**src/gpmd_params.svh**
```systemverilog
// Purpose: Addresses, field positions, reset values for the GPIO block
// Assumes: Byte-wide special function register space
// Notes:   Included by the package and by the port module
`ifndef GPMD_PARAMS_SVH
`define GPMD_PARAMS_SVH

// Port output latches (ports 0..3 bit addressable, port 4 byte only)
`define GPMD_LATCH0_ADDR     8'h80
`define GPMD_LATCH1_ADDR     8'h90
`define GPMD_LATCH2_ADDR     8'hA0
`define GPMD_LATCH3_ADDR     8'hB0
`define GPMD_LATCH4_ADDR     8'hC7
// Output drive mode per port (1 = push-pull)
`define GPMD_DRIVE0_ADDR     8'hA4
`define GPMD_DRIVE1_ADDR     8'hA5
`define GPMD_DRIVE2_ADDR     8'hA6
`define GPMD_DRIVE3_ADDR     8'hA7
`define GPMD_DRIVE4_ADDR     8'hAE
// Input mode per port (0 = analog, reads zero)
`define GPMD_INMODE0_ADDR    8'hF1
`define GPMD_INMODE1_ADDR    8'hF2
`define GPMD_INMODE2_ADDR    8'hF3
`define GPMD_INMODE3_ADDR    8'hF4
`define GPMD_INMODE4_ADDR    8'hF5
// Compare masks and values for ports 0..2
`define GPMD_MASK0_ADDR      8'hC1
`define GPMD_MASK1_ADDR      8'hC2
`define GPMD_MASK2_ADDR      8'hC3
`define GPMD_VALUE0_ADDR     8'hD1
`define GPMD_VALUE1_ADDR     8'hD2
`define GPMD_VALUE2_ADDR     8'hD3
// Extended interrupt enable two
`define GPMD_IRQ_EN_TWO_ADDR 8'hE7
`define GPMD_PATTERN_IRQ_ENABLE_BIT 1

// Reset values
`define GPMD_LATCH_RESET     8'hFF
`define GPMD_DRIVE_RESET     8'h00
`define GPMD_INMODE_RESET    8'hFF
`define GPMD_MASK_RESET      8'h00
`define GPMD_VALUE_RESET     8'h00
`define GPMD_IRQ_EN_RESET    8'h00
`define GPMD_UNMAPPED_READ   8'h00

// Counts
`define GPMD_NUM_PORTS       5
`define GPMD_NUM_BIT_PORTS   4
`define GPMD_NUM_CMP_PORTS   3

`endif

```
**src/gpmd_pkg.sv**
```systemverilog
// Purpose: Types for the GPIO port with match detect
// Assumes: gpmd_params.svh supplies the constants
// Notes:   State of the port module is a single packed struct
`include "gpmd_params.svh"
`default_nettype none

package gpmd_pkg;

    typedef logic [7:0] gpmd_byte_t;                 // One port byte

    // Whole register state of the port module
    typedef struct packed {
        gpmd_byte_t [4:0] latch;                      // Output latches
        gpmd_byte_t [4:0] drive;                      // 1 = push-pull
        gpmd_byte_t [4:0] inmode;                     // 0 = analog input
        gpmd_byte_t [2:0] mask;                       // Compare masks
        gpmd_byte_t [2:0] value;                      // Compare values
        gpmd_byte_t       irq_en_two;                 // Extended enable two
        gpmd_byte_t [4:0] sync1;                      // Pin sync stage one
        gpmd_byte_t [4:0] sync2;                      // Pin sync stage two
        gpmd_byte_t       rdata;                      // Byte read data
        logic             bit_rdata;                  // Bit read data
        logic             match;                      // Match event level
        logic             wake;                       // Oscillator wake
    } gpmd_state_t;

endpackage

`default_nettype wire

```
**src/gpmd_port.sv**
```systemverilog
// Purpose: Five 8-bit GPIO ports with masked pattern match detect
// Assumes: Register port is a byte SFR bus, one access per cycle
// Notes:   Read data appears one cycle after the read strobe
//
// Summary of operation
// - Written byte latched and driven until rewritten
// - Normal read returns present pin levels
// - Read-modify-write reads the latch, not pins
// - Ports 0-3 byte and bit, port 4 byte
// - Masked pins differing from masked value raise match
// - Match interrupt only when enable bit set
// - Match event wakes the suspended oscillator
// - Any wake event resumes suspended oscillator
`include "gpmd_params.svh"
`timescale 1ns/1ps
`default_nettype none

module gpmd_port
(
    input  wire logic       sys_clk,         // System clock, 100 MHz
    input  wire logic       rst_b,           // Async reset, active low
    input  wire logic [7:0] sfr_addr,        // Byte register address
    input  wire logic       sfr_wr,          // Byte write strobe
    input  wire logic       sfr_rd,          // Byte read strobe
    input  wire logic [7:0] sfr_wdata,       // Byte write data
    output logic      [7:0] sfr_rdata,       // Byte read data
    input  wire logic [7:0] sfr_bit_addr,    // Bit address
    input  wire logic       sfr_bit_wr,      // Bit write strobe
    input  wire logic       sfr_bit_rd,      // Bit read strobe
    input  wire logic       sfr_bit_wdata,   // Bit write value
    output logic            sfr_bit_rdata,   // Bit read data
    input  wire logic       sfr_rmw,         // Read is read-modify-write
    input  wire logic [7:0] port0_pin_in,    // Port 0 pin levels
    input  wire logic [7:0] port1_pin_in,    // Port 1 pin levels
    input  wire logic [7:0] port2_pin_in,    // Port 2 pin levels
    input  wire logic [7:0] port3_pin_in,    // Port 3 pin levels
    input  wire logic [7:0] port4_pin_in,    // Port 4 pin levels
    output logic      [7:0] port0_pin_out,   // Port 0 drive value
    output logic      [7:0] port1_pin_out,   // Port 1 drive value
    output logic      [7:0] port2_pin_out,   // Port 2 drive value
    output logic      [7:0] port3_pin_out,   // Port 3 drive value
    output logic      [7:0] port4_pin_out,   // Port 4 drive value
    output logic      [7:0] port0_pin_oe,    // Port 0 drive enable
    output logic      [7:0] port1_pin_oe,    // Port 1 drive enable
    output logic      [7:0] port2_pin_oe,    // Port 2 drive enable
    output logic      [7:0] port3_pin_oe,    // Port 3 drive enable
    output logic      [7:0] port4_pin_oe,    // Port 4 drive enable
    input  wire logic       osc_suspended,   // Oscillator in suspend
    input  wire logic       other_wake_in,   // Other wake sources
    output logic            osc_wake,        // Resume the oscillator
    output logic            match_irq        // Port match interrupt
);

    ////////////////////////////////////////////////////////////////////
    // Address tables

    localparam logic [7:0] LATCH_ADDR [5] = '{`GPMD_LATCH0_ADDR,
        `GPMD_LATCH1_ADDR, `GPMD_LATCH2_ADDR, `GPMD_LATCH3_ADDR,
        `GPMD_LATCH4_ADDR};
    localparam logic [7:0] DRIVE_ADDR [5] = '{`GPMD_DRIVE0_ADDR,
        `GPMD_DRIVE1_ADDR, `GPMD_DRIVE2_ADDR, `GPMD_DRIVE3_ADDR,
        `GPMD_DRIVE4_ADDR};
    localparam logic [7:0] INMODE_ADDR [5] = '{`GPMD_INMODE0_ADDR,
        `GPMD_INMODE1_ADDR, `GPMD_INMODE2_ADDR, `GPMD_INMODE3_ADDR,
        `GPMD_INMODE4_ADDR};
    localparam logic [7:0] MASK_ADDR [3] = '{`GPMD_MASK0_ADDR,
        `GPMD_MASK1_ADDR, `GPMD_MASK2_ADDR};
    localparam logic [7:0] VALUE_ADDR [3] = '{`GPMD_VALUE0_ADDR,
        `GPMD_VALUE1_ADDR, `GPMD_VALUE2_ADDR};

    ////////////////////////////////////////////////////////////////////
    // State

    gpmd_pkg::gpmd_state_t st_reg;            // Registered state
    gpmd_pkg::gpmd_state_t st_next;           // Next state
    logic [39:0]           pin_lvl;           // Pin levels, analog gated
    logic                  mismatch;          // Any masked mismatch
    logic [2:0]            bit_port;          // Port of bit address
    logic                  bit_ok;            // Bit address is a port bit

    // Bit address: upper nibble picks port, bit 3 must be clear
    assign bit_port = sfr_bit_addr[6:4];
    assign bit_ok   = sfr_bit_addr[7] && !sfr_bit_addr[3] &&
                      (bit_port < 3'(`GPMD_NUM_BIT_PORTS));

    // Analog inputs read as zero; only stage two is looked at
    assign pin_lvl  = st_reg.sync2 & st_reg.inmode;

    ////////////////////////////////////////////////////////////////////
    // Next-state logic

    always_comb
    begin
        st_next = st_reg;
        mismatch = 1'b0;
        // Two-flop synchroniser on every pin
        st_next.sync1 = {port4_pin_in, port3_pin_in, port2_pin_in,
                         port1_pin_in, port0_pin_in};
        st_next.sync2 = st_reg.sync1;

        // Byte reads: unmapped addresses answer zero
        if (sfr_rd)
        begin
            st_next.rdata = `GPMD_UNMAPPED_READ;
            for (int i = 0; i < `GPMD_NUM_PORTS; i++)
            begin
                if (sfr_addr == LATCH_ADDR[i])
                begin
                    // Plain read sees pins, read-modify-write the latch
                    st_next.rdata = sfr_rmw ? st_reg.latch[i]
                                            : pin_lvl[i*8 +: 8];
                end
                if (sfr_addr == DRIVE_ADDR[i])
                    st_next.rdata = st_reg.drive[i];
                if (sfr_addr == INMODE_ADDR[i])
                    st_next.rdata = st_reg.inmode[i];
            end
            for (int i = 0; i < `GPMD_NUM_CMP_PORTS; i++)
            begin
                if (sfr_addr == MASK_ADDR[i])
                    st_next.rdata = st_reg.mask[i];
                if (sfr_addr == VALUE_ADDR[i])
                    st_next.rdata = st_reg.value[i];
            end
            if (sfr_addr == `GPMD_IRQ_EN_TWO_ADDR)
                st_next.rdata = st_reg.irq_en_two;
        end

        // Byte writes
        if (sfr_wr)
        begin
            for (int i = 0; i < `GPMD_NUM_PORTS; i++)
            begin
                if (sfr_addr == LATCH_ADDR[i])
                    st_next.latch[i] = sfr_wdata;
                if (sfr_addr == DRIVE_ADDR[i])
                    st_next.drive[i] = sfr_wdata;
                if (sfr_addr == INMODE_ADDR[i])
                    st_next.inmode[i] = sfr_wdata;
            end
            for (int i = 0; i < `GPMD_NUM_CMP_PORTS; i++)
            begin
                if (sfr_addr == MASK_ADDR[i])
                    st_next.mask[i] = sfr_wdata;
                if (sfr_addr == VALUE_ADDR[i])
                    st_next.value[i] = sfr_wdata;
            end
            if (sfr_addr == `GPMD_IRQ_EN_TWO_ADDR)
                st_next.irq_en_two = sfr_wdata;
        end

        // Bit reads; a bad bit address answers zero
        if (sfr_bit_rd)
        begin
            st_next.bit_rdata = 1'b0;
            if (bit_ok)
            begin
                st_next.bit_rdata = sfr_rmw ?
                    st_reg.latch[bit_port][sfr_bit_addr[2:0]] :
                    pin_lvl[{bit_port, sfr_bit_addr[2:0]}];
            end
        end

        // Bit writes touch only the addressed latch bit
        if (sfr_bit_wr && bit_ok)
            st_next.latch[bit_port][sfr_bit_addr[2:0]] =
                sfr_bit_wdata;

        // Masked compare, evaluated every cycle, crossbar ignored
        for (int i = 0; i < `GPMD_NUM_CMP_PORTS; i++)
        begin
            if ((st_reg.sync2[i] & st_reg.mask[i]) !=
                (st_reg.value[i] & st_reg.mask[i]))
                mismatch = 1'b1;
        end
        st_next.match = mismatch;

        // Wake holds only while the oscillator is suspended
        st_next.wake = osc_suspended &&
                       (st_reg.match || other_wake_in);
    end

    ////////////////////////////////////////////////////////////////////
    // State register

    always_ff @(posedge sys_clk or negedge rst_b)
    begin
        if (!rst_b)
        begin
            st_reg            <= '0;
            st_reg.latch      <= {5{`GPMD_LATCH_RESET}};
            st_reg.drive      <= {5{`GPMD_DRIVE_RESET}};
            st_reg.inmode     <= {5{`GPMD_INMODE_RESET}};
            st_reg.mask       <= {3{`GPMD_MASK_RESET}};
            st_reg.value      <= {3{`GPMD_VALUE_RESET}};
            st_reg.irq_en_two <= `GPMD_IRQ_EN_RESET;
        end
        else
        begin
            st_reg <= st_next;
        end
    end

    ////////////////////////////////////////////////////////////////////
    // Outputs

    // Pins: zero always drives low, one drives only in push-pull
    assign port0_pin_out = st_reg.latch[0];
    assign port1_pin_out = st_reg.latch[1];
    assign port2_pin_out = st_reg.latch[2];
    assign port3_pin_out = st_reg.latch[3];
    assign port4_pin_out = st_reg.latch[4];
    assign port0_pin_oe  = ~st_reg.latch[0] | st_reg.drive[0];
    assign port1_pin_oe  = ~st_reg.latch[1] | st_reg.drive[1];
    assign port2_pin_oe  = ~st_reg.latch[2] | st_reg.drive[2];
    assign port3_pin_oe  = ~st_reg.latch[3] | st_reg.drive[3];
    assign port4_pin_oe  = ~st_reg.latch[4] | st_reg.drive[4];

    assign sfr_rdata     = st_reg.rdata;
    assign sfr_bit_rdata = st_reg.bit_rdata;
    assign osc_wake      = st_reg.wake;
    // Interrupt request gated by the pattern enable bit
    assign match_irq     = st_reg.match &&
        st_reg.irq_en_two[`GPMD_PATTERN_IRQ_ENABLE_BIT];
endmodule

`default_nettype wire

```
**config.mk**
```make
export PLATFORM = sky130hd
export DESIGN_NAME = gpmd_port
export DESIGN_NICKNAME = d
export VERILOG_FILES = /design/src/gpmd_pkg.sv /design/src/gpmd_port.sv
export VERILOG_INCLUDE_DIRS = /design/src
export SDC_FILE = /design/constraint.sdc
export NUM_CORES = 1
export LEC_CHECK = 0
export BUFFER_PORTS_ARGS = -buffer_cell sky130_fd_sc_hd__buf_4
export CAP_MARGIN = 40
export CELL_PAD_IN_SITES_DETAIL_PLACEMENT = 0
export CELL_PAD_IN_SITES_GLOBAL_PLACEMENT = 2
export CORE_MARGIN = 3
export CORE_UTILIZATION = 34
export DETAILED_ROUTE_END_ITERATION = 7
export GPL_TIMING_DRIVEN = 0
export PLACE_DENSITY = 0.72
export SYNTH_ARGS = -nofsm -noshare
export SYNTH_HDL_FRONTEND = slang
export SYNTH_SLANG_ARGS = --single-unit
```
**constraint.sdc**
```tcl
create_clock -name sys_clk -period 1.8 [get_ports sys_clk]
set_input_delay 0.09 -clock sys_clk [delete_from_list [all_inputs] [get_ports sys_clk]]
set_output_delay 0.09 -clock sys_clk [all_outputs]
set_load 0.02 [all_outputs]
```
Word-level counts from Yosys, hierarchy flattened. Index checks and enable logic that the tools add are counted.

Bits in registers: 267. Input port bits: 74. Output and inout port bits: 91. Logic and storage cells: 177.

Magnitude comparators: 6. Equality and inequality tests: 25. Multiplexer cells: 67. Bitwise logic cells: 17. Reduce and logical (&&, ||, !) cells: 26.

Operator list (number): 8-bit 2-to-1 mux (51); 8-bit equality test (second input constant) (22); 176-bit 2-to-1 mux (1); 8-bit AND (6); 40-bit AND (1); 40-bit bitwise mux (1); 40-bit 2-to-1 mux (1); 8-bit NOT (5); 8-bit OR (5); 2-bit AND reduction (17); 8-bit binary-select mux with 3-bit select (1); 8-bit demux with 3-bit select (1); 8-bit != test (3); 3-bit by 4-bit less-than comparator with 1-bit output (second input constant) (2); 1-bit 2-to-1 mux (8); 1-bit logical AND (7); 6-bit by 7-bit less-than comparator with 1-bit output (second input constant) (1); 1-bit binary-select mux with 6-bit select (1); 3-bit by 1-bit >= comparator with 1-bit output (second input constant) (2); 1-bit binary-select mux with 3-bit select (1); 1-bit demux with 3-bit select (1); 3-bit less-than comparator (second input constant) (1); 1-bit logical NOT (1); 1-bit logical OR (1).

Logic depth before layout (Yosys ltp). Gate-level depths: netlist of run 1.

Depth in word-level cells: 24. Gate-level depth with buffers: 10. Mapped depth without buffers: 7.

Worst setup path after synthesis of run 1. OpenSTA, ideal clock, no wires.

Path kind: input to register. Start: input port sfr_addr[3]. End: register st_reg, in the netlist sfr_rdata[5]. Setup time: 139 ps. Arrival: 1816 ps. Required time: 1661 ps. Setup slack: -156 ps. Stages: 8. Path buffers: 1. Path through: buf_6 -> or4_4 -> nor3b_4 -> nand3_1 -> o21ai_1 -> a2111oi_2 -> o31ai_1 -> a31oi_1.

Cells in the longest elaborated chain, start to end: 23. Elaborated cells on any way between the ends: 44. Classes of those cells: eq/ne (22); mux (22).

RTL lines: start: declaration (RTL line gpmd_port.sv:22) `input wire logic [7:0] sfr_addr,`; 8-bit equality test (RTL line gpmd_port.sv:107) `if (sfr_addr == LATCH_ADDR[i])`; 8-bit 2-to-1 mux (RTL line gpmd_port.sv:107); 8-bit 2-to-1 mux (RTL line gpmd_port.sv:113) `if (sfr_addr == DRIVE_ADDR[i])`; 8-bit 2-to-1 mux (RTL line gpmd_port.sv:115) `if (sfr_addr == INMODE_ADDR[i])`; 8-bit 2-to-1 mux (RTL line gpmd_port.sv:107); 8-bit 2-to-1 mux (RTL line gpmd_port.sv:113); 8-bit 2-to-1 mux (RTL line gpmd_port.sv:115); 8-bit 2-to-1 mux (RTL line gpmd_port.sv:107); (+7 left out); 8-bit 2-to-1 mux (RTL line gpmd_port.sv:115); 8-bit 2-to-1 mux (RTL line gpmd_port.sv:120) `if (sfr_addr == MASK_ADDR[i])`; 8-bit 2-to-1 mux (RTL line gpmd_port.sv:122) `if (sfr_addr == VALUE_ADDR[i])`; 8-bit 2-to-1 mux (RTL line gpmd_port.sv:120); 8-bit 2-to-1 mux (RTL line gpmd_port.sv:122); 8-bit 2-to-1 mux (RTL line gpmd_port.sv:120); 8-bit 2-to-1 mux (RTL line gpmd_port.sv:122); 8-bit 2-to-1 mux (*) (RTL line gpmd_port.sv:125) `` if (sfr_addr == `GPMD_IRQ_EN_TWO_ADDR) ``; end signal: assignment (RTL line gpmd_port.sv:200) `st_reg <= st_next;`; end: declaration (RTL line gpmd_port.sv:74) `gpmd_pkg::gpmd_state_t st_reg;`.

Every way passes the cells marked *; elsewhere a longest branch is shown, timed or not. A chain may end at the register's enable or synchronous reset.

Final worst setup path of run 1.
Start: register st_reg[34] in the netlist's numbering. End: register st_reg, in the netlist sfr_bit_rdata.

Cells in the longest elaborated chain, start to end: 5.

RTL lines: 40-bit AND (RTL line gpmd_port.sv:87) `assign pin_lvl = st_reg.sync2 & st_reg.inmode;`; 1-bit binary-select mux with 6-bit select (RTL line gpmd_port.sv:160) `pin_lvl[{bit_port, sfr_bit_addr[2:0]}];`; 1-bit 2-to-1 mux (implied by the code) (RTL line gpmd_port.sv:160); 1-bit 2-to-1 mux (RTL line gpmd_port.sv:158) `st_next.bit_rdata = sfr_rmw ?`; 1-bit 2-to-1 mux (RTL line gpmd_port.sv:156) `if (bit_ok)`.

Every way passes these cells. The select of a mux whose other input is x is not followed.

==> results of run 1 <==
## power by group through the flow
| stage | clock [uW] | combinational (uW) | sequential [uW] |
|---|---|---|---|
| after global placement | 0 | 1930 | 7040 |
| after global routing | 6510 | 2400 | 6950 |
| after CTS | 6250 | 2170 | 6930 |
| after floorplan | 0 | 1070 | 6750 |
| final | 6120 | 2240 | 6930 |
| after detailed placement | 0 | 2000 | 7050 |
## cell families (layout without fill, tap and decap cells)
| group | count (synthesis) | in the layout |
|---|---|---|
| buf+inv | 119 | 431 |
| xor+xnor | 24 | 24 |
| mux | 182 | 182 |
| simple gates | 398 | 399 |
| compound gates | 271 | 271 |
| flops | 267 | 267 |
## worst min-delay path by stage
| stage | depth (start not counted) | to | start |
|---|---|---|---|
| after floorplan | 0 | osc_wake | rst_b |
| after global placement | 1 | st_next[26] | port1_pin_in[7] |
| after detailed placement | 1 | st_reg[29] | rst_b |
| after CTS | 4 | sfr_rdata[6] | sfr_rd |
| after global routing | 4 | sfr_rdata[6] | sfr_rd |
| final | 2 | st_reg[29] | rst_b |
## stage by stage
step	utilization	hold slack (ns)	power [uW]
2_1_floorplan	-	-0.206	7820
3_3_place_gp	0.395	0.200	8980
3_5_place_dp	0.401	0.109	9050
4_1_cts	0.448	0.0410	15300
5_1_grt	0.457	0.112	15900
6_report	0.457	0.0774	15300
## worst reg2reg max path: stages (launching register included)
cell      delay [ns]
dfrtp_1         0.53
nand2_4         0.11
a222oi_1        0.50
nand3_1         0.15
a311o_1         0.42
a31oi_1         0.19
## cell usage in the layout (no fill, tap or decap), types with 6 or more instances in the layout
cell             n
buf_4          237
dfrtp_1        183
nand2_1        159
mux2_2         144
dfstp_2         80
a21oi_1         70
nor2_1          68
dlygate4sd3_1   55
clkbuf_1        43
nand2b_1        42
a22oi_1         38
mux2i_1         37
o21ai_0         34
clkbuf_16       29
xor2_1          24
o211ai_1        20
o22ai_1         17
nand4_1         15
nor2b_1         12
buf_2           12
o221ai_1        12
buf_6           11
nand2_2         11
nand3_1         10
o21ai_1          8
a221oi_2         8
a221o_1          7
buf_1            6
and3_1           6
and2_1           6
buf_8            6
## per-layer routing
layer / vias up / global-route usage / share of wire
li1: 5117 / - / -
met3: 92 / 0.0435 / 0.071
met4: 0 / 0.0836 / 0.032
met2: 468 / 0.435 / 0.46
met5: - / 0 / 0
met1: 5892 / 0.375 / 0.43
## repair_timing
action,in CTS,in global routing
hold buffers,55,0
endpoints found under the hold margin,131,0
pin swaps,24,22
gates resized for setup,66,52
endpoints found under the setup margin,58,28
gates cloned,1,0
setup buffers,13,16
## layout make-up
type / count / area [um2] / area share
Clock inverter: 11 / 165 / 0.00931
Sequential cell: 267 / 6790 / 0.383
Buffer: 112 / 656 / 0.0370
Multi-Input combinational cell: 876 / 6420 / 0.362
Timing Repair Buffer: 264 / 2250 / 0.127
Tap cell: 518 / 648 / 0.0365
Clock buffer: 39 / 793 / 0.0447
Inverter: 5 / 18.8 / 0.00106
==> flow_summary.yaml, run 1 <==
status:
  status: "finished, violations left"
  violations: "setup timing"
synthesis:
  synth.cell_area_mm2: 0.0134
  synth_edf_count: 0
  ys_seq_elements: 267
  synth_top_cell_area_share: 0.348
  synth_compound_area_frac: 0.133
  synthCells: 1261
  synth_xor_area_frac: 0.0157
  synth_commonest_cells: "187 x dfrtp_1, 173 x nand2_1, 144 x mux2_2, 80 x dfstp_2, 74 x a21oi_1"
  synthArstFlopShare: 1.00
  yosys.area.top_type: "dfrtp_1"
  ys_warn_count: 0
  synth.most_common_cell: "dfrtp_1"
  muxShareOfSynthArea: 0.150
  yosysSeqAreaShare: 0.505
  syn_nets: 1335
  synthAdderAreaFrac: 0
  synth_top_family_by_area: "multiplexers"
  synth_simple_gate_area_frac: 0.148
  synthTopCellsByArea: "dfrtp_1 35%, dfstp_2 16%, mux2_2 12%"
  synth.distinct_cells: 71
  synth_area_per_cell_um2: 10.7
  synth_flop_cell: "dfrtp_1"
die:
  coreArea_mm2: 0.0388
  die_h_um: 205
  initial_core_util: 0.346
  io_pins: 165
  die_area_mm2: 0.0419
  fp.dieW_um: 205
  std_cell_rows: 72
worst_setup_path:
  path_class: "flop to flop"
  cp_data_arrival_time_ns: 2.44
  r2r-start: "st_reg[34]"
  endpoint: "sfr_bit_rdata"
  cp-startpoint: "st_reg[34]"
  crit_buf_inv: 0
  cp-start-kind: "flop"
  crit_family: "compound AO/OA/AOI/OAI gates"
  critPathMaxFanout: 2
  max_stage_delay_ns: 0.53
  required_ns: 2.28
  worst-path-stages: 5
  path_cells: "nand2_4, a222oi_1, nand3_1, a311o_1, a31oi_1"
  timing.rr.end: "sfr_bit_rdata"
  crit_slowest_cell: "dfrtp_1"
  r2r_cells: 5
  crit_path_end_kind: "flop"
  reg2reg_slack_ns: -0.16
route:
  viasPerCell: 5.53
  drt.antenna.violating_nets: 0
  wl_per_cell_um: 27.4
  drtIter0Drc: 847
  vias: 11569
  drc: 0
  first_pass_iters: 5
  wirelength_um: 57400
hold_path:
  hold_class: "primary input to async pin"
timing:
  finalClockSkew_ns: 0.0163
  rsz0062_at_grt: "yes"
  setup_viol: 8
  slew_violations: 0
  final.min_clock_period_ns: 1.96
  slew_headroom: 0.393
  tightest_slew_ns: 0.911
  postLayoutSetupSlackWorst_ns: -0.164
  fin_tns_setup_ns: -0.683
  fmax_mhz: 509
  min_period_over_period: 1.09
  finalHoldViolCount: 0
flow_run:
  maxCapViolCount: 0
clock_tree:
  ctsLongestPathBuffers: 3
  insertion_delay_ns: 0.57
  cts_tree: "built"
  cts_root_buf: "clkbuf_16"
  numCtsBuffers: 29
  cts.sinks: 267
  htreeDepth: 1
  clkTransAtPathRegs_ns: 0.06
global_route:
  grt_pass1_vias: 11394
  grt_use_total: 0.270
  overflow: 0
  grt_max_degree: 114
  antenna_found_initial: 0
  grt_pass1_wl_um: 82000
placement:
  place_area_mm2: 0.0156
  gp_congestion: 0.954
  pre_cts_ws_ns: -1.53
  dp_hpwl_um: 43300
  io_buffers: 162
  placed_cells: 1959
pwr:
  ir_drop_mv: 0.577
  p_int_uw: 11100
  comb_power_share: 0.147
  p_clk_frac: 0.400
  p_per_area_mw_per_mm2: 862
  seqPwrFrac: 0.453
  switchingPower_uw: 4160
  swShare: 0.272
  p_leak_uw: 0.00791
final_layout:
  post_route_cells_drive_above_1_share: 0.398
  largest_reg_flops: 177
  syn2layout_area_growth_pct: 32.1
  diodes: 0
  layout.cells.non_filler: 2092
  fillers: 3727
  layout.nets: 1629
  fin_area_mm2: 0.0177
(Power assumes the default switching activity.)
==> run 2, diff against run 1 <==
- CORE_UTILIZATION: 34 -> 38
- PLACE_DENSITY: 0.72 -> 0.76
- clock period: 1.8 -> 1.86 ns (I/O delays scaled with it)
==> run 2 against run 1 <==
Combinational power shrank 2%. Sequential power decreased by 3.3%. Sequential cell count unchanged. Hold slack got worse by 0.015 ns. The flow still finishes with violations (setup timing). Cell area grew 0.97%.
==> flow_summary.yaml, run 2 (synthesized netlist as in run 1, its figures left out) <==
status:
  status: "finished, violations left"
  violations: "setup timing"
route:
  wl_per_cell_um: 28.2
  vias: 11569
  first_pass_iters: 8
  drtIter0Drc: 1178
  viasPerCell: 5.68
  drc: 0
  wirelength_um: 57400
  drt.antenna.violating_nets: 0
global_route:
  busiest_layer: "met2"
  antenna_found_initial: 0
  grt_pass1_wl_um: 82200
  gr-usage-met3: 0.0646
  grt_use_met2: 0.448
  grt_use_total: 0.297
  overflow: 0
  grt_pass1_vias: 11416
  use_met1: 0.429
  grt_max_degree: 126
pwr:
  power_uw: 15300
  p_per_area_mw_per_mm2: 857
  ir_drop_mv: 0.859
  p_leak_uw: 0.00802
clock_tree:
  ctsLongestPathBuffers: 3
  insertion_delay_ns: 0.57
  htreeDepth: 1
  numCtsBuffers: 30
  cts_tree: "built"
  clkTransAtPathRegs_ns: 0.07
  cts.sinks: 267
  cts_root_buf: "clkbuf_16"
worst_setup_path:
  r2r-start: "st_reg[162]"
  cp_data_arrival_time_ns: 2.50
  cp-startpoint: "st_reg[162]"
  reg2reg_slack_ns: -0.16
  required_ns: 2.35
  path_class: "flop to flop"
  r2r_cells: 7
  crit_path_end_kind: "flop"
  cp-start-kind: "flop"
  critPathMaxFanout: 2
  timing.rr.end: "sfr_rdata[7]"
timing:
  tightest_slew_ns: 0.914
  finalHoldViolCount: 0
  fmax_mhz: 496
  setup_viol: 6
  final.min_clock_period_ns: 2.02
  postLayoutSetupSlackWorst_ns: -0.156
  slew_violations: 0
  rsz0062_at_grt: "yes"
  min_period_over_period: 1.08
  fin_tns_setup_ns: -0.425
  finalClockSkew_ns: 0.00925
  slew_headroom: 0.391
final_layout:
  final_cell_mix: "243 x buf_4, 182 x dfrtp_1, 157 x nand2_1"
  syn2layout_area_growth_pct: 33.3
  utilization: 0.516
  largest_reg_flops: 177
  layout.nets: 1632
  layout.cells.non_filler: 2038
  layout_commonest_cell: "buf_4"
  fillers: 3205
  post_route_cells_drive_above_1_share: 0.418
die:
  die_area_mm2: 0.0376
  coreArea_mm2: 0.0347
  io_pins: 165
  initial_core_util: 0.387
  fp.dieW_um: 194
  std_cell_rows: 68
  die_h_um: 194
flow_run:
  maxCapViolCount: 0
placement:
  gp_congestion: 0.925
  io_buffers: 162
  placed_cells: 1895
  dp_hpwl_um: 42900
  pre_cts_ws_ns: -1.40
hold_path:
  hold_class: "primary input to async pin"
run 2: cell count changes in the layout (fill, tap and decap cells not counted), moves of 4 or more:
cell,delta
buf_4,+6
clkbuf_8,+6
clkbuf_1,-5
clkbuf_2,+5
nand2_2,+4
nor3_2,-4
run 2: worst max path at each step:
stage,endpoint,cells after the start
6_report,sfr_rdata[7],7
3_3_place_gp,sfr_rdata[5],7
3_5_place_dp,sfr_rdata[6],10
4_1_cts,sfr_rdata[6],10
5_1_grt,sfr_rdata[7],7
2_1_floorplan,sfr_rdata[5],8
run 2: critical path: stages (launching register included):
cell and delay, ns:
dfstp_2 0.56, nand2_4 0.07, or2_4 0.23, a32o_1 0.27
a211o_1 0.27, a21oi_2 0.19, o211ai_1 0.18, a21oi_1 0.18
run 2: report_power, final:
group	switching [uW]	internal [uW]	total (uW)	leakage, uW
clock network	2500	3950	6450	0.000532
registers	452	6250	6700	0.00322
logic	1200	998	2190	0.00428
total	4150	11200	15300	0.00802
run 2: what timing repair did:
item                                   in CTS  in global routing
setup endpoints to repair                  44                 11
setup buffers                              12                 23
hold buffers                               56                  0
resized for setup                          64                 87
pin swaps                                  16                 32
endpoints found under the hold margin     160                  0
cloned                                      0                  0
run 2: layout make-up:
| cell class | instances | area [um2] | share of cell area |
|---|---|---|---|
| Sequential cell | 267 | 6790 | 0.379 |
| Multi-Input combinational cell | 875 | 6530 | 0.365 |
| Timing Repair Buffer | 268 | 2260 | 0.126 |
| Clock buffer | 44 | 915 | 0.0511 |
| Buffer | 111 | 651 | 0.0363 |
| Tap cell | 455 | 569 | 0.0318 |
| Clock inverter | 12 | 173 | 0.00964 |
| Inverter | 5 | 18.8 | 0.00105 |
| Antenna cell | 1 | 2.50 | 0.000140 |
run 2: metrics by stage:
stage | hold slack [ns] | cell area, um2
floorplan | -0.203 | 13400
global placement | 0.202 | 15200
detailed placement | 0.0734 | 15400
CTS | 0.0438 | 17400
global route | 0.116 | 17900
finish | 0.0625 | 17900
run 2: layer usage:
layer,vias up,part of all wire
met5,-,0.00080
met4,2,0.035
met3,90,0.079
met2,538,0.44
met1,5807,0.45
li1,5132,-
